**src/rtl/sfpi_pkg.sv**
```systemverilog
// package: constants, opcodes, states and carriers of the serial flash pin front end
package sfpi_pkg;

  // ----------------------------------------------------------------
  // instruction opcodes (8-bit, first byte after select)
  // ----------------------------------------------------------------
  localparam logic [7:0] OP_READ    = 8'h03;
  localparam logic [7:0] OP_DREAD   = 8'h3B;
  localparam logic [7:0] OP_QREAD   = 8'h6B;
  localparam logic [7:0] OP_PROG    = 8'h02;
  localparam logic [7:0] OP_ERS_4K  = 8'h20;
  localparam logic [7:0] OP_ERS_32K = 8'h52;
  localparam logic [7:0] OP_ERS_64K = 8'hD8;
  localparam logic [7:0] OP_ERS_ALL = 8'hC7;
  localparam logic [7:0] OP_RDSR    = 8'h05;
  localparam logic [7:0] OP_STATUS_WRITE_INSTR    = 8'h01;

  // ----------------------------------------------------------------
  // geometry, lanes, status layout
  // ----------------------------------------------------------------
  localparam int ADDR_W = 24;
  localparam logic [1:0] ADDR_BYTES = 2'h3;
  localparam logic [8:0] PAGE_BYTES = 9'h100;
  localparam logic [23:0] MASK_4K = 24'h000FFF;
  localparam logic [23:0] MASK_32K = 24'h007FFF;
  localparam logic [23:0] MASK_64K = 24'h00FFFF;
  localparam logic [2:0] LANES_1 = 3'h1;
  localparam logic [2:0] LANES_2 = 3'h2;
  localparam logic [2:0] LANES_4 = 3'h4;
  localparam int LOCK_BIT = 7;
  localparam logic [7:0] STATUS_RST = 8'h00;
  localparam int FIFO_DEPTH = 8;

  typedef enum logic [6:0] {
    ST_IDLE = 7'b0000001,
    ST_CMD  = 7'b0000010,
    ST_ADDR = 7'b0000100,
    ST_PROG = 7'b0001000,
    ST_SRWR = 7'b0010000,
    ST_OUT  = 7'b0100000,
    ST_DONE = 7'b1000000
  } sfpi_state_t;

  typedef enum logic [1:0] {
    ER_4K  = 2'h0,
    ER_32K = 2'h1,
    ER_64K = 2'h2,
    ER_ALL = 2'h3
  } sfpi_erase_t;

  typedef struct packed {
    sfpi_erase_t kind;
    logic [ADDR_W-1:0] addr;
  } sfpi_erase_req_t;

  function automatic sfpi_erase_t erase_kind(input logic [7:0] op);
    case (op)
      OP_ERS_4K: erase_kind = ER_4K;
      OP_ERS_32K: erase_kind = ER_32K;
      OP_ERS_64K: erase_kind = ER_64K;
      default: erase_kind = ER_ALL;
    endcase
  endfunction

  function automatic logic [ADDR_W-1:0] erase_base(input sfpi_erase_t k,
                                                   input logic [ADDR_W-1:0] a);
    case (k)
      ER_4K: erase_base = a & ~MASK_4K;
      ER_32K: erase_base = a & ~MASK_32K;
      ER_64K: erase_base = a & ~MASK_64K;
      default: erase_base = 24'h000000;
    endcase
  endfunction

endpackage

```
**src/rtl/sfpi_flash_front.sv**
```systemverilog
// serial flash pin front end: oversampled link, instruction decode, program fifo
// Function
// - single transfers: capture instruction, address, data on serial clock rising edge
// - single transfers: read or status bits change on serial clock falling edge
// - dual/quad: host writes sampled on rising edges, device drives reads on falling
// - select high: device deselected, all data and io pins high impedance
// - select low: device selected, accepts instructions and returns read data
// - after power-up, instructions ignored until select goes high to low
// - started erase, program or status write runs on after select rises
// - protect pin low and lock bit 1: status write refused; bit 0: executed
// - protect pin high: status write executed whatever the lock bit
// - clock polarity/phase modes 0 and 3 only
// - page program writes 1 to 256 bytes; host sends at most one page
// - erase per 4K sector, 32K block, 64K block, or whole chip
// - serial input doubles as io line 0, serial output as io line 1
// - protect pin is io line 2 in quad only; protect applies elsewhere
// - spare pin serves as io line 3 during quad instructions only
// - programming only clears bits; erase restores ones, no page erase
`timescale 1ns/10ps

// ------------------------------------------------------------------
// program data fifo
// ------------------------------------------------------------------
module sfpi_fifo #(
  parameter int WIDTH = 8,
  parameter int DEPTH = 8
) (
  input wire logic ref_clk_i,
  input wire logic resetn_i,
  input wire logic in_valid_i,
  output logic in_ready_o,
  input wire logic [WIDTH-1:0] in_data_i,
  output logic out_valid_o,
  input wire logic out_ready_i,
  output logic [WIDTH-1:0] out_data_o
);
  localparam int AW = $clog2(DEPTH);
  logic [WIDTH-1:0] mem_r [DEPTH];
  logic [AW:0] wr_ptr_r;
  logic [AW:0] rd_ptr_r;
  logic push;
  logic pop;

  assign in_ready_o = (wr_ptr_r[AW] == rd_ptr_r[AW]) || (wr_ptr_r[AW-1:0] != rd_ptr_r[AW-1:0]);
  assign out_valid_o = (wr_ptr_r != rd_ptr_r);
  assign out_data_o = mem_r[rd_ptr_r[AW-1:0]];
  assign push = in_valid_i && in_ready_o;
  assign pop = out_valid_o && out_ready_i;

  always_ff @(posedge ref_clk_i) begin
    if (push) begin
      mem_r[wr_ptr_r[AW-1:0]] <= in_data_i;
    end
  end

  always_ff @(posedge ref_clk_i or negedge resetn_i) begin
    if (!resetn_i) begin
      wr_ptr_r <= '0;
      rd_ptr_r <= '0;
    end else begin
      if (push) begin
        wr_ptr_r <= wr_ptr_r + 1'b1;
      end
      if (pop) begin
        rd_ptr_r <= rd_ptr_r + 1'b1;
      end
    end
  end
endmodule // sfpi_fifo

// ------------------------------------------------------------------
// front end top
// ------------------------------------------------------------------
module sfpi_flash_front
  import sfpi_pkg::*;
#(
  parameter int PROG_FIFO_DEPTH = FIFO_DEPTH
) (
  input wire logic ref_clk_i,
  input wire logic resetn_i,
  input wire logic cs_n_i,
  input wire logic sclk_i,
  input wire logic [3:0] io_line_i,
  output logic [3:0] io_line_o,
  output logic [3:0] io_line_oe_o,
  input wire logic busy_i,
  input wire logic [7:0] rd_data_i,
  output logic rd_start_o,
  output logic rd_next_o,
  output logic [ADDR_W-1:0] rd_addr_o,
  output logic prog_start_o,
  output logic prog_end_o,
  output logic prog_overrun_o,
  output logic prog_valid_o,
  input wire logic prog_ready_i,
  output logic [7:0] prog_data_o,
  output logic erase_valid_o,
  output sfpi_erase_req_t erase_req_o,
  output logic status_wr_o,
  output logic [7:0] status_o
);

  // drive pattern for the active lanes, msb first; io1 carries single output
  function automatic logic [3:0] drive_lanes(input logic [7:0] w, input logic [2:0] ln);
    case (ln)
      LANES_2: drive_lanes = {2'h0, w[7:6]};
      LANES_4: drive_lanes = w[7:4];
      default: drive_lanes = {2'h0, w[7], 1'b0};
    endcase
  endfunction

  // ----------------------------------------------------------------
  // pin synchronisers and edge detection
  // ----------------------------------------------------------------
  logic [5:0] meta_r;
  logic [5:0] sync_r;
  logic clk_d_r;
  logic cs_d_r;
  logic armed_r;
  logic cs_n_s;
  logic clk_s;
  logic [3:0] din_s;
  logic rise;
  logic fall;
  logic cs_fall;
  logic cs_rise;

  always_ff @(posedge ref_clk_i or negedge resetn_i) begin
    if (!resetn_i) begin
      // select reads low in reset, so only a real high on the pin can arm
      meta_r <= 6'h00;
      sync_r <= 6'h00;
    end else begin
      meta_r <= {cs_n_i, sclk_i, io_line_i};
      sync_r <= meta_r;
    end
  end

  assign cs_n_s = sync_r[5];
  assign clk_s = sync_r[4];
  assign din_s = sync_r[3:0];

  // cs_d_r starts low so a select held low through reset never counts as a fall
  always_ff @(posedge ref_clk_i or negedge resetn_i) begin
    if (!resetn_i) begin
      clk_d_r <= 1'b0;
      cs_d_r <= 1'b0;
      armed_r <= 1'b0;
    end else begin
      clk_d_r <= clk_s;
      cs_d_r <= cs_n_s;
      if (cs_n_s) begin
        armed_r <= 1'b1;
      end
    end
  end

  // edges found without idle-level assumption
  // clk_d_r tracks the clock while deselected, so neither mode 0 nor mode 3 sees a
  // false edge at select; other modes would sample on the wrong edge
  assign rise = clk_s && !clk_d_r && !cs_n_s;
  assign fall = !clk_s && clk_d_r && !cs_n_s;
  assign cs_fall = !cs_n_s && cs_d_r;
  assign cs_rise = cs_n_s && !cs_d_r;

  // ----------------------------------------------------------------
  // input shifter
  // ----------------------------------------------------------------
  sfpi_state_t state_r;
  logic [7:0] in_sh_r;
  logic [2:0] bit_cnt_r;
  logic [7:0] byte_val;
  logic byte_done;
  logic in_phase;

  assign in_phase = (state_r == ST_CMD) || (state_r == ST_ADDR) ||
                    (state_r == ST_SRWR) || (state_r == ST_PROG);
  assign byte_val = {in_sh_r[6:0], din_s[0]};
  assign byte_done = rise && in_phase && (bit_cnt_r == 3'h7);

  always_ff @(posedge ref_clk_i or negedge resetn_i) begin
    if (!resetn_i) begin
      in_sh_r <= 8'h00;
      bit_cnt_r <= 3'h0;
    end else if (cs_fall) begin
      bit_cnt_r <= 3'h0;
    end else if (rise && in_phase) begin
      // sample io line 0 on rising edge
      in_sh_r <= byte_val;
      bit_cnt_r <= bit_cnt_r + 3'h1;
    end
  end

  // ----------------------------------------------------------------
  // instruction sequencer
  // ----------------------------------------------------------------
  logic [7:0] op_r;
  logic [2:0] out_lanes_r;
  logic [1:0] addr_cnt_r;
  logic [ADDR_W-1:0] addr_r;
  logic is_read;
  logic addr_last;

  assign is_read = (op_r == OP_READ) || (op_r == OP_DREAD) || (op_r == OP_QREAD);
  assign addr_last = (state_r == ST_ADDR) && byte_done && (addr_cnt_r == 2'h2);

  always_ff @(posedge ref_clk_i or negedge resetn_i) begin
    if (!resetn_i) begin
      state_r <= ST_IDLE;
    end else if (cs_n_s) begin
      state_r <= ST_IDLE;
    end else begin
      case (state_r)
        ST_IDLE: begin
          if (cs_fall && armed_r) begin
            state_r <= ST_CMD;
          end
        end
        ST_CMD: begin
          if (byte_done) begin
            case (byte_val)
              OP_READ, OP_DREAD, OP_QREAD, OP_PROG: state_r <= ST_ADDR;
              OP_ERS_4K, OP_ERS_32K, OP_ERS_64K: state_r <= ST_ADDR;
              OP_RDSR: state_r <= ST_OUT;
              OP_STATUS_WRITE_INSTR: state_r <= ST_SRWR;
              default: state_r <= ST_DONE;
            endcase
          end
        end
        ST_ADDR: begin
          if (addr_last) begin
            if (is_read) begin
              state_r <= ST_OUT;
            end else if (op_r == OP_PROG) begin
              state_r <= ST_PROG;
            end else begin
              state_r <= ST_DONE;
            end
          end
        end
        ST_SRWR: begin
          if (byte_done) begin
            state_r <= ST_DONE;
          end
        end
        ST_PROG, ST_OUT, ST_DONE: state_r <= state_r;
        default: state_r <= ST_IDLE;
      endcase
    end
  end

  always_ff @(posedge ref_clk_i or negedge resetn_i) begin
    if (!resetn_i) begin
      op_r <= 8'h00;
      out_lanes_r <= LANES_1;
      addr_cnt_r <= 2'h0;
      addr_r <= '0;
    end else if (cs_fall) begin
      addr_cnt_r <= 2'h0;
    end else if (byte_done && (state_r == ST_CMD)) begin
      op_r <= byte_val;
      // dual and quad reads widen the output phase
      case (byte_val)
        OP_DREAD: out_lanes_r <= LANES_2;
        OP_QREAD: out_lanes_r <= LANES_4;
        default: out_lanes_r <= LANES_1;
      endcase
    end else if (byte_done && (state_r == ST_ADDR)) begin
      addr_r <= {addr_r[15:0], byte_val};
      addr_cnt_r <= addr_cnt_r + 2'h1;
    end
  end

  // ----------------------------------------------------------------
  // output shifter and pin drivers
  // ----------------------------------------------------------------
  logic [7:0] out_sh_r;
  logic [2:0] out_cnt_r;
  logic [3:0] io_out_r;
  logic [3:0] io_oe_r;
  logic [7:0] status_r;
  logic [7:0] status_view;
  logic [7:0] out_word;
  logic out_step;

  assign status_view = {status_r[7:1], busy_i};
  assign out_step = (state_r == ST_OUT) && fall;
  assign out_word = (out_cnt_r != 3'h0) ? out_sh_r :
                    ((op_r == OP_RDSR) ? status_view : rd_data_i);

  // oe lags select by the two-stage synchroniser and the oe register, three reference clock cycles of overlap at deselect
  always_ff @(posedge ref_clk_i or negedge resetn_i) begin
    if (!resetn_i) begin
      out_sh_r <= 8'h00;
      out_cnt_r <= 3'h0;
      io_out_r <= 4'h0;
      io_oe_r <= 4'h0;
    end else if (cs_n_s) begin
      out_cnt_r <= 3'h0;
      io_oe_r <= 4'h0;
    end else if (out_step) begin
      // io lines 0 and 1 carry dual data
      // spare line only driven in quad
      io_out_r <= drive_lanes(out_word, out_lanes_r);
      io_oe_r <= drive_lanes(8'hFF, out_lanes_r);
      out_sh_r <= out_word << out_lanes_r;
      out_cnt_r <= out_cnt_r + out_lanes_r;
    end
  end

  assign io_line_o = io_out_r;
  assign io_line_oe_o = io_oe_r;

  // ----------------------------------------------------------------
  // status register and write protection
  // ----------------------------------------------------------------
  logic [7:0] sr_new_r;
  logic sr_pend;
  logic wr_allowed;

  assign sr_pend = (state_r == ST_DONE) && (op_r == OP_STATUS_WRITE_INSTR);
  // io line 2 acts as protect pin outside quad
  // locked only when pin low and lock set
  assign wr_allowed = din_s[2] || !status_r[LOCK_BIT];

  always_ff @(posedge ref_clk_i or negedge resetn_i) begin
    if (!resetn_i) begin
      sr_new_r <= 8'h00;
      status_r <= STATUS_RST;
    end else begin
      if (byte_done && (state_r == ST_SRWR)) begin
        sr_new_r <= byte_val;
      end
      if (cs_rise && sr_pend && wr_allowed) begin
        status_r <= {sr_new_r[7:1], 1'b0};
      end
    end
  end

  assign status_o = status_view;

  // ----------------------------------------------------------------
  // program path
  // ----------------------------------------------------------------
  logic [8:0] prog_cnt_r;
  logic prog_push;
  logic fifo_in_ready;
  logic overrun_r;

  assign prog_push = (state_r == ST_PROG) && byte_done && (prog_cnt_r < PAGE_BYTES);

  always_ff @(posedge ref_clk_i or negedge resetn_i) begin
    if (!resetn_i) begin
      prog_cnt_r <= 9'h000;
      overrun_r <= 1'b0;
    end else if (cs_fall) begin
      prog_cnt_r <= 9'h000;
    end else if (addr_last && (op_r == OP_PROG)) begin
      overrun_r <= 1'b0;
    end else if (prog_push) begin
      // at most one page; extra bytes dropped
      prog_cnt_r <= prog_cnt_r + 9'h001;
      if (!fifo_in_ready) begin
        overrun_r <= 1'b1;
      end
    end
  end

  assign prog_overrun_o = overrun_r;

  // bytes go to the array as clear-only masks
  // the array core ANDs each byte into its cell; only erase brings ones back
  sfpi_fifo #(
    .WIDTH(8),
    .DEPTH(PROG_FIFO_DEPTH)
  ) u_prog_fifo (
    .ref_clk_i(ref_clk_i),
    .resetn_i(resetn_i),
    .in_valid_i(prog_push),
    .in_ready_o(fifo_in_ready),
    .in_data_i(byte_val),
    .out_valid_o(prog_valid_o),
    .out_ready_i(prog_ready_i),
    .out_data_o(prog_data_o)
  );

  // ----------------------------------------------------------------
  // core requests
  // ----------------------------------------------------------------
  logic erase_pend;
  sfpi_erase_t kind_now;

  assign kind_now = erase_kind(op_r);
  assign erase_pend = (state_r == ST_DONE) &&
                      (((kind_now != ER_ALL) && (addr_cnt_r == ADDR_BYTES)) ||
                       (op_r == OP_ERS_ALL));

  always_ff @(posedge ref_clk_i or negedge resetn_i) begin
    if (!resetn_i) begin
      rd_start_o <= 1'b0;
      rd_next_o <= 1'b0;
      rd_addr_o <= '0;
      prog_start_o <= 1'b0;
      prog_end_o <= 1'b0;
      erase_valid_o <= 1'b0;
      erase_req_o <= '0;
      status_wr_o <= 1'b0;
    end else begin
      rd_start_o <= addr_last && is_read;
      rd_next_o <= out_step && (out_cnt_r == 3'h0) && (op_r != OP_RDSR);
      prog_start_o <= addr_last && (op_r == OP_PROG);
      if (addr_last) begin
        rd_addr_o <= {addr_r[15:0], byte_val};
      end
      // cycles launch at deselect and are never cancelled here
      prog_end_o <= cs_rise && (state_r == ST_PROG) && (prog_cnt_r != 9'h000);
      erase_valid_o <= cs_rise && erase_pend;
      if (cs_rise && erase_pend) begin
        erase_req_o <= '{kind: kind_now, addr: erase_base(kind_now, addr_r)};
      end
      // status write starts only when allowed
      status_wr_o <= cs_rise && sr_pend && wr_allowed;
    end
  end
endmodule // sfpi_flash_front

```
**config.mk**
```make
export PLATFORM = sky130hd
export DESIGN_NAME = sfpi_flash_front
export DESIGN_NICKNAME = d
export VERILOG_FILES = /design/src/rtl/sfpi_pkg.sv /design/src/rtl/sfpi_flash_front.sv
export SDC_FILE = /design/constraint.sdc
export NUM_CORES = 1
export LEC_CHECK = 0
export ABC_AREA = 1
export ABC_CLOCK_PERIOD_IN_PS = 6700
export BUFFER_PORTS_ARGS = -buffer_cell sky130_fd_sc_hd__buf_2
export CORE_AREA = 2 2 154 126
export CTS_BUF_LIST = sky130_fd_sc_hd__clkbuf_4
export DETAILED_ROUTE_END_ITERATION = 7
export DIE_AREA = 0 0 156 128
export PLACE_DENSITY = 0.71
export RECOVER_POWER = 100
export SLEW_MARGIN = 25
export SYNTH_ARGS = -nofsm -noshare
export SYNTH_HDL_FRONTEND = slang
export SYNTH_SLANG_ARGS = --single-unit
```
**constraint.sdc**
```tcl
create_clock -name ref_clk_i -period 6.7 [get_ports ref_clk_i]
set_input_delay 0.67 -clock ref_clk_i [delete_from_list [all_inputs] [get_ports ref_clk_i]]
set_output_delay 0.67 -clock ref_clk_i [all_outputs]
set_load 0.03 [all_outputs]
```
==> results of run 1 <==
==> layer usage <==
layer | vias up | GRT usage [%]
li1 | 3759 | -
met5 | - | 0
met4 | 0 | 6.476
met2 | 198 | 33.19
met3 | 26 | 4.598
met1 | 3596 | 32.63
==> worst max-delay path by stage <==
stage / end / slack [ns] / cells after the start
CTS: prog_data_o[3] / 3.02 / 5
global route: addr_r[4] / 1.87 / 2
floorplan: prog_data_o[6] / 4.30 / 7
finish: addr_r[5] / 2.79 / 2
global placement: u_prog_fifo.mem_r[5][3] / 3.70 / 9
detailed placement: u_prog_fifo.mem_r[5][4] / 3.65 / 9
==> sequential cells by signal (all words and copies together), names as in the netlist, 7 cells and up <==
register           flops
addr_r                24
erase_req_o           14
rd_addr_o             24
state_r                7
sr_new_r               7
op_r                   8
prog_cnt_r             9
in_sh_r                7
out_sh_r               8
u_prog_fifo.mem_r     64
status_r               7
==> per-stage QoR <==
step | util, % | setup slack, ns | area [um2]
2_1_floorplan | - | 4.300 | 10050
3_3_place_gp | 56.68 | 3.696 | 10500
3_5_place_dp | 56.68 | 3.648 | 10500
4_1_cts | 60.34 | 3.017 | 11180
5_1_grt | 59.27 | 1.874 | 10980
6_report | 59.27 | 2.794 | 10980
==> layout make-up <==
| type | count | area [um2] |
|---|---|---|
| well taps | 235 | 294.0 |
| clock buffers | 78 | 585.6 |
| repair buffers | 88 | 362.8 |
| flip-flops and latches | 223 | 5903 |
| clock inverters | 15 | 92.59 |
| multi-input cells | 713 | 3383 |
| fillers | 1644 | 7545 |
| diodes | 2 | 5.005 |
| inverters | 94 | 352.8 |
==> cell usage in the layout (no fill, tap or decap), drive strengths merged, types with 2 or more instances in the layout <==
cell | netlist | layout
xor2 | 13 | 13
o22ai | 8 | 8
nor2 | 121 | 121
dfrtp | 157 | 157
ha | 9 | 9
a31oi | 11 | 11
nand3b | 2 | 2
clkbuf | 21 | 149
clkinv | 4 | 16
nor4 | 2 | 2
a22o | 2 | 2
a21oi | 7 | 7
diode | 0 | 2
conb | 1 | 12
o21ai | 143 | 143
nand2 | 258 | 258
or2 | 7 | 7
nand3 | 71 | 71
edfxtp | 64 | 64
a32o | 3 | 3
o211ai | 3 | 3
nand4 | 13 | 13
nor3 | 17 | 17
o21bai | 2 | 2
inv | 90 | 91
xnor2 | 2 | 2
dfstp | 2 | 2
buf | 29 | 17
==> cells by family (layout without fill, tap and decap cells) <==
| family | Yosys count | count (layout) | share of synthesized area, % |
|---|---|---|---|
| simple gates | 493 | 493 | 21.82 |
| flops | 223 | 223 | 58.95 |
| compound gates | 183 | 183 | 10.01 |
| buf+inv | 144 | 275 | 6.548 |
| xor+xnor | 15 | 15 | 1.312 |
| fa+ha+maj | 10 | 10 | 1.325 |
| other cells | 1 | 14 | 0.03745 |
==> power breakdown <==
group / switching (uW) / leakage (uW) / internal, uW
registers: 50.1 / 0.00272 / 1430
logic: 416 / 0.00169 / 151
clock network: 517 / 0.000401 / 572
total: 984 / 0.00481 / 2160
==> results.md, run 1 <==
* Status: finished, violations left
* Failing checks: capacitance limit, slew limit
* IO buf count at 85
* Total GRT Usage at 22.04%
* Cts bufs inserted at 54
* Post-DRT Antenna Nets at 0
* Area leader, netlist: dfrtp_1
* Fin Setup TNS at 0 ns
* Worst reg2reg startpoint: state_r[5]
* Part of the Yosys area used for sequential elements at 58.95%
* WL met3 at approximately 1.3 mm
* TritonCTS clock tree: yes
* Max-capacitance violation count at 1
* DRC Markers at 0
* Buf/Inv on CP at 2
* # clock sinks at about 220
* Avg Cell Area, Syn at 9.367 um2
* Worst VDD drop at between 100 and 150 uV
* Post-synth top flop: dfrtp_1
* Post-synth top area share at 39.24%
* Non-filler instance count after layout at 1448
* Largest cells by area after synthesis: dfrtp_1 (39%), edfxtp_1 (19%), nand2_1 (9.3%)
* Vias in the first global route at 7199
* CP max stage delay at 2.52 ns
* Reg-to-reg endpoint: u_prog_fifo.mem_r[4][0]
* IO Pins at 100
* Setup crit start: resetn_i
* Met2 Wirelength at 9.396 mm
* Post-CTS Repair Setup Buffers at 0
* Worst slew margin at -131.7%
* Die W at approximately 160 um
* Final wirelength at 21.05 mm
* Reg2Reg Depth at 9
* Tmin final at 3.906 ns
* FP Rows at 45
* Starting density of the core at 54.06%
* Crit. End Element: async pin
* Area of the core at about 19000 um2
* LEAKAGE at around 0.0048 uW
* Share of layout cells above drive strength 1 at 9.992%
* Die ar. at 19970 um2
* Via density at 5.234
* Min Hold Slack at 0.04235 ns
* DIE HEIGHT at 128 um
* Initial antenna violation count at 1
* Unrepaired setup endpoints after global routing: false
* R2R setup slack at about 3.2 ns
* Area Growth Syn to Fin at 9.647%
* FFs w/ async S/R, synth at 71.30%
* Final setup vio count at 0
* Clk buf depth at 3
* Hold Path Class: in2async
* Top routing layer in use: met4
* CP max-delay cell: clkbuf_1
* Clock skew at 0.05105 ns
* Final Hold Fails at 0
* GRT Residual Overflow at 0
* Post-CTS Resized at 0
* Total power divided by cell area at about 290 nW/um2
* Post-synth top cells: nand2_1 (249), dfrtp_1 (157), nor2_1 (111)
* Root Driver: clkbuf_4
* WL/cell at roughly 15 um
* Largest net degree at the start of global routing at 93
* CTS Hold Buffers Added at 0
* Initial DRC count at 603
* Clk_lat worst skew at 0.66 ns
* H-tree Lvls at 2
* Synthesized cell area at 10010 um2
* Most common cell in the netlist: nand2_1
* Final nets at around 1200
* Overall Power at 3141 uW
* Synth cell types at 50
* Final Max Tran Viols at 69
* Crit path launch type: primary input
* CP Data Arrival Time at 3.86 ns
* WP data required at between 6 and 7 ns
* Final worst-path cycle share at 58.30%
* YS warnings at 0
* Reg clk slew, reported paths at 0.06 ns
* Cells after Synth at 1069
* GP Congestion at 0.8993
* First-pass GRT wire length at about 35 mm
* EDFF count, synth at 64
* Critical path cell sequence: buf_6 > clkbuf_1
* Worst Tran Pin Value at around 3.5 ns
* Number of synthesized register bits at 223
* Cells after DPL at 1353
* CP Class: in2async
* Metal-1 WL at slightly above 10 mm
* Drt pass-1 iters at 5
* CP top delay family: buffers and inverters
* Fmax at 0.2560 GHz
* Routed via count at 7579
* Final HPWL from detailed placement at 13.97 mm
* Crit path max fanout at 92
Power figures use the tool's default switching activity.
==> run 2: changes to the inputs <==
--- a/config.mk
+++ b/config.mk
@@ -6,7 +6,7 @@
 export NUM_CORES = 1
 export LEC_CHECK = 0
 export ABC_AREA = 1
-export ABC_CLOCK_PERIOD_IN_PS = 6700
+export ABC_CLOCK_PERIOD_IN_PS = 4100
 export BUFFER_PORTS_ARGS = -buffer_cell sky130_fd_sc_hd__buf_2
 export CORE_AREA = 2 2 154 126
 export CTS_BUF_LIST = sky130_fd_sc_hd__clkbuf_4
==> constraint.sdc (replaced) <==
create_clock -name ref_clk_i -period 4.1 [get_ports ref_clk_i]
set_input_delay 0.41 -clock ref_clk_i [delete_from_list [all_inputs] [get_ports ref_clk_i]]
set_output_delay 0.41 -clock ref_clk_i [all_outputs]
set_load 0.03 [all_outputs]
==> run 2 against run 1 <==
The run still ends with capacitance limit, slew limit left. Global-route usage barely moved. Flip-flop and latch count is the same. Non-clock buffer count grew 8. Clock skew down 0.0098 ns. Via count increased by 0.80%. Routed wire length rose by 1.4%. Register-to-register slack worse by 2.6 ns. Final area is 0.71% higher. Critical path depth up 3. First-iteration DRC count is 19% lower. Total power grew 64%. Hold slack gained 0.026 ns.
==> results.md, run 2 (synthesized netlist as in run 1, its figures left out) <==
* Starting density of the core at 54.06% (unchanged)
* Int Power at 3526 uW (+63%)
* # fillers at 1640 (-0.24%)
* Part of the power in combinational logic at 18.1% (about the same)
* Largest register FFs at 64 (unchanged)
* TritonCTS clock tree: yes
* Final HPWL from detailed placement at 14.14 mm (+1.2%)
* H-tree Lvls at 2 (unchanged)
* Hold Path Stages at 3
* Final setup vio count at 0 (unchanged)
* Total power divided by cell area at 466.3 nW/um2 (+63%)
* Leading cell types in the layout, fill and taps excluded: nand2_1 (256), dfrtp_1 (157), o21ai_0 (138)
* Initial DRC count at 491 (-19%)
* Min Hold Slack at 0.06804 ns (+0.02569 ns)
* NetSw at 1630 uW (+66%)
* Via density at 5.244 (+0.18%)
* Clk buf depth at 3 (unchanged)
* GRT Residual Overflow at 0 (unchanged)
* CP Data Arrival Time at 3.13 ns (-0.73 ns)
* Reg-to-reg endpoint: u_prog_fifo.mem_r[6][0]
* IO buf count at 85 (unchanged)
* Final Hold Fails at 0 (unchanged)
* WP data required at 3.69 ns (-2.97 ns)
* FP Rows at 45 (unchanged)
* Hold_sp: prog_ready_i
* Worst Hold End: u_prog_fifo.rd_ptr_r[2]
* Vias in the first global route at 7084 (-1.6%)
* Initial antenna violation count at 1 (unchanged)
* IO Pins at 100 (unchanged)
* Post-DRT Antenna Nets at 0 (unchanged)
* Routed via count at 7640 (+0.80%)
* GP Congestion at 0.9172 (+2.0%)
* Die ar. at 19970 um2 (unchanged)
* DIE HEIGHT at 128 um (unchanged)
* Cts bufs inserted at 54 (unchanged)
* Status: finished, violations left
* Worst reg2reg startpoint: state_r[5]
* Crit path launch type: flip-flop
* Crit. End Element: output port
* # clock sinks at 223 (unchanged)
* Fin Setup TNS at 0 ns (unchanged)
* Clk_lat worst skew at 0.68 ns (+0.02 ns)
* Reg clk slew, reported paths at 0.07 ns (about the same)
* First-pass GRT wire length at 35.13 mm (-0.45%)
* Clock share of power at 34.7% (about the same)
* Max-capacitance violation count at 2 (+1)
* Fmax at 0.2828 GHz
* LEAKAGE at 0.004852 uW (+0.88%)
* WL/cell at 14.65 um (+0.74%)
* CP Class: reg2out
* Area Growth Syn to Fin at 10.42%
* Commonest non-fill, non-tap cell in the layout: nand2_1
* Clock skew at 0.04128 ns (-0.009765 ns)
* Failing checks: capacitance limit, slew limit
* Total GRT Usage at 22.01% (-0.032 points)
* Hold Path Class: in2reg
* Worst Tran Pin Value at 2.598 ns (-0.8777 ns)
* Share of layout cells above drive strength 1 at 10.48% (+0.49 points)
* Unrepaired setup endpoints after global routing: false
* R2R setup slack at 0.64 ns (-2.55 ns)
* Reg2Reg Depth at 9 (unchanged)
* Sequential share of power at 47.2% (about the same)
* Final worst-path cycle share at between 80% and 90%
* Crit path max fanout at 19 (-79%)
* DRC Markers at 0 (unchanged)
* Final wirelength at 21.34 mm (+1.4%)
* Sw frac at 31.62% (+0.29 points)
* Die W at 156 um (unchanged)
* Final Max Tran Viols at 106 (+54%)
* Root Driver: clkbuf_4
* Largest net degree at the start of global routing at 106 (+14%)
* Worst slew margin at -73.17% (+59 points)
* Tmin final at between 3 and 4 ns
* Final nets at 1210 (+0.67%)
* Drt pass-1 iters at 5 (unchanged)
* Worst VDD drop at 214.9 uV (+69%)
* Area of the core at 18520 um2 (unchanged)
==> run 2: through the flow <==
step	instances	total power [uW]	area, um2	setup WS [ns]	util (%)
3_5_place_dp	1356	3443	10540	1.116	56.87
4_1_cts	1456	5237	11270	0.6598	60.82
3_3_place_gp	1356	3426	10540	1.179	56.87
2_1_floorplan	1080	3161	10050	1.867	-
5_1_grt	1457	5442	11060	0.3221	59.69
6_report	1457	5156	11060	0.5640	59.69
==> run 2: worst max-delay path by stage <==
stage,endpoint,slack [ns],startpoint,depth (start not counted)
2_1_floorplan,u_prog_fifo.mem_r[0][0],1.87,state_r[5],9
3_3_place_gp,u_prog_fifo.mem_r[3][5],1.18,u_prog_fifo.rd_ptr_r[1],9
3_5_place_dp,u_prog_fifo.mem_r[6][6],1.12,u_prog_fifo.rd_ptr_r[1],9
4_1_cts,prog_data_o[1],0.66,u_prog_fifo.rd_ptr_r[1],5
5_1_grt,u_prog_fifo.mem_r[4][1],0.32,state_r[6],9
6_report,prog_data_o[1],0.56,u_prog_fifo.rd_ptr_r[1],5
==> run 2: critical path: stages, from the launching register on <==
cell      delay (ns)
dfrtp_1         0.82
clkinv_1        0.71
nor2_1          0.29
o21ai_0         0.14
a31oi_1         0.18
clkbuf_1        0.32
==> run 2: layout make-up <==
type / count / area, um2 / share of cell area (%)
Sequential cell: 223 / 5903 / 53.39
Timing Repair Buffer: 96 / 437.9 / 3.961
Clock inverter: 11 / 50.05 / 0.4526
Multi-Input combinational cell: 713 / 3386 / 30.62
Tap cell: 235 / 294.0 / 2.659
Antenna cell: 1 / 2.502 / 0.02263
Clock buffer: 84 / 630.6 / 5.703
Inverter: 94 / 352.8 / 3.191
==> run 2: power groups by stage <==
stage / clock, uW / sequential, uW / combinational, uW
floorplan: 0 / 2420 / 737
global placement: 0 / 2470 / 951
detailed placement: 0 / 2480 / 966
CTS: 1830 / 2430 / 972
global route: 1960 / 2440 / 1040
finish: 1790 / 2430 / 933
==> run 2: per-layer routing <==
| layer | track usage [%] | routed length (um) |
|---|---|---|
| met5 | 0 | 0 |
| met4 | 6.908 | 307 |
| met3 | 4.834 | 1401 |
| met2 | 32.09 | 9379 |
| met1 | 33.17 | 10250 |
==> run 2: repair_timing <==
action,CTS,global route
endpoints found under the hold margin,107,0
gates resized for setup,0,0
setup buffers,0,0
hold buffers,5,0
==> run 3: changes to the inputs <==
--- a/config.mk
+++ b/config.mk
@@ -10,10 +10,11 @@
 export BUFFER_PORTS_ARGS = -buffer_cell sky130_fd_sc_hd__buf_2
 export CORE_AREA = 2 2 154 126
 export CTS_BUF_LIST = sky130_fd_sc_hd__clkbuf_4
+export CTS_CLUSTER_DIAMETER = 80
 export DETAILED_ROUTE_END_ITERATION = 7
 export DIE_AREA = 0 0 156 128
 export PLACE_DENSITY = 0.71
-export RECOVER_POWER = 100
+export RECOVER_POWER = 50
 export SLEW_MARGIN = 25
 export SYNTH_ARGS = -nofsm -noshare
 export SYNTH_HDL_FRONTEND = slang
==> run 3 against run 2 <==
Final area increased by 1.6%. Sequential share of layout area decreased by 0.81 points. Critical path type unchanged. The flow still finishes with violations (capacitance limit, slew limit). Die area unchanged. Flip-flop and latch count unchanged.
==> results.md, run 3 (synthesized netlist as in run 1, its figures left out) <==
* Status: finished, violations left
* Failing checks: capacitance limit, slew limit
* Final Hold Fails at 0 (unchanged)
* Commonest non-fill, non-tap cell in the layout: nand2_1
* Largest register FFs at 64 (unchanged)
* IO Pins at 100 (unchanged)
* Crit path max fanout at 19 (unchanged)
* Tmin final at 3.356 ns (-0.1804 ns)
* Sequential share of power at 47.0% (-0.2 points)
* Initial DRC count at 518 (+5.5%)
* Cells after DPL at 1356 (unchanged)
* FP Rows at 45 (unchanged)
* # clock sinks at 223 (unchanged)
* Int Power at 3548 uW (+0.65%)
* Total power divided by cell area at 461.2 nW/um2 (-1.1%)
* Largest net degree at the start of global routing at 106 (unchanged)
* Cts bufs inserted at 54 (unchanged)
* NetSw at 1630 uW (about the same)
* TritonCTS clock tree: yes
* # fillers at 1594 (-2.8%)
* Final HPWL from detailed placement at 14.14 mm (unchanged)
* Clk buf depth at 3 (unchanged)
* Worst VDD drop at 222.4 uV (+3.5%)
* LEAKAGE at 0.005059 uW (+4.3%)
* Final wirelength at 21.36 mm (+0.11%)
* H-tree Lvls at 2 (unchanged)
* GP Congestion at 0.9172 (unchanged)
* Leading cell types in the layout, fill and taps excluded: nand2_1 (249), dfrtp_1 (157), nor2_1 (111)
* First-pass GRT wire length at 35.13 mm (unchanged)
* Place WS at 1.116 ns (unchanged)
* Final nets at 1210 (unchanged)
* Root Driver: clkbuf_4
* Crit. End Element: output port
* Starting density of the core at 54.06% (unchanged)
* Hold Path Stages at 3 (unchanged)
* Non-filler instance count after layout at 1457 (unchanged)
* Max-capacitance violation count at 1 (-1)
* Share of layout cells above drive strength 1 at 16.05% (+5.6 points)
* Die W at 156 um (unchanged)
* Reg clk slew, reported paths at 0.07 ns (about the same)
* GRT Residual Overflow at 0 (unchanged)
* Final worst-path cycle share at 81.84% (-4.4 points)
* Unrepaired setup endpoints after global routing: false
* IO buf count at 85 (unchanged)
* Part of the power in combinational logic at 18.6% (+0.5 points)
* Initial antenna violation count at 1 (unchanged)
* Area Growth Syn to Fin at 12.13%
* Clock share of power at 34.4% (-0.3 points)
* Total GRT Usage at 22.01% (unchanged)
* Worst slew margin at -72.22% (+0.95 points)
* Worst Tran Pin Value at 2.583 ns (-0.01430 ns)
* Reg2Reg Depth at 9 (unchanged)
* DIE HEIGHT at 128 um (unchanged)
* Drt pass-1 iters at 7 (+2)
* CTS Hold Buffers Added at 5 (unchanged)
* Final Max Tran Viols at 105 (-0.94%)
* Crit path launch type: flip-flop
* Area of the core at 18520 um2 (unchanged)
* Via density at 5.259 (+0.29%)
* CP Class: reg2out
* Hold Path Class: in2reg
* Post-CTS Resized at 0 (unchanged)
* WP data required at 3.69 ns (about the same)
* DRC Markers at 0 (unchanged)
* Final setup margin at 0.7444 ns (+0.1804 ns)
* CP Data Arrival Time at 2.95 ns (-0.18 ns)
* Routed via count at 7662 (+0.29%)
* Fmax at 0.2980 GHz (+5.4%)
* Post-CTS Repair Setup Buffers at 0 (unchanged)
* Clk_lat worst skew at 0.67 ns (about the same)
* Post-DRT Antenna Nets at 0 (unchanged)
* WL/cell at 14.66 um (+0.11%)
* Fin Setup TNS at 0 ns (unchanged)
* Clock skew at 0.04819 ns (+0.006905 ns)
* Sw frac at 31.48% (-0.14 points)
* Vias in the first global route at 7084 (unchanged)
* Die ar. at 19970 um2 (unchanged)
* Final setup vio count at 0 (unchanged)
-- run 3: final cells by class --
cell class / count / area (um2) / share of cell area, %
Antenna cell: 1 / 2.502 / 0.02229
Clock buffer: 84 / 630.6 / 5.616
Clock inverter: 11 / 50.05 / 0.4457
Inverter: 94 / 352.8 / 3.142
Multi-Input combinational cell: 713 / 3491 / 31.09
Sequential cell: 223 / 5903 / 52.57
Tap cell: 235 / 294.0 / 2.619
Timing Repair Buffer: 96 / 504.2 / 4.491
-- run 3: per-layer routing --
| metal | vias up | wire length (um) | global-route usage [%] |
|---|---|---|---|
| li1 | 3790 | - | - |
| met1 | 3607 | 10270 | 33.17 |
| met4 | 0 | 310 | 6.908 |
| met3 | 31 | 1463 | 4.834 |
| met2 | 234 | 9314 | 32.09 |
| met5 | - | 0 | 0 |
-- run 3: final timing paths --
check	from	end	slack, ns
setup / recovery	u_prog_fifo.rd_ptr_r[1]	prog_data_o[1]	0.74
hold / removal	prog_ready_i	u_prog_fifo.rd_ptr_r[2]	0.08
setup reg to reg	u_prog_fifo.rd_ptr_r[1]	u_prog_fifo.mem_r[6][5]	1.13
hold reg to reg	meta_r[2]	sync_r[2]	0.35
max in group asynchronous	resetn_i	erase_req_o[16]	1.48
min in group asynchronous	resetn_i	status_wr_o	1.09
-- run 3: power groups by stage --
stage                     clock network, uW  logic (uW)  registers [uW]
after floorplan                           0         737            2420
after global placement                    0         951            2470
after detailed placement                  0         966            2480
after CTS                              1830         972            2430
after global routing                   1960        1070            2440
final                                  1780         965            2430
-- run 3: worst max-delay path, cell delays in order (launching register included) --
cell	delay, ns
dfrtp_1	0.80
clkinv_1	0.69
nor2_1	0.29
o21ai_0	0.14
a31oi_1	0.17
buf_2	0.22
-- run 3: per-stage QoR --
step / total power [uW] / area, um2 / util, % / hold slack [ns]
final: 5178 / 11230 / 60.61 / 0.08064
after global routing: 5476 / 11230 / 60.61 / 0.04927
after CTS: 5237 / 11270 / 60.82 / 0.02750
after detailed placement: 3443 / 10540 / 56.87 / 0.3365
after global placement: 3426 / 10540 / 56.87 / 0.3334
after floorplan: 3161 / 10050 / - / 0.1144
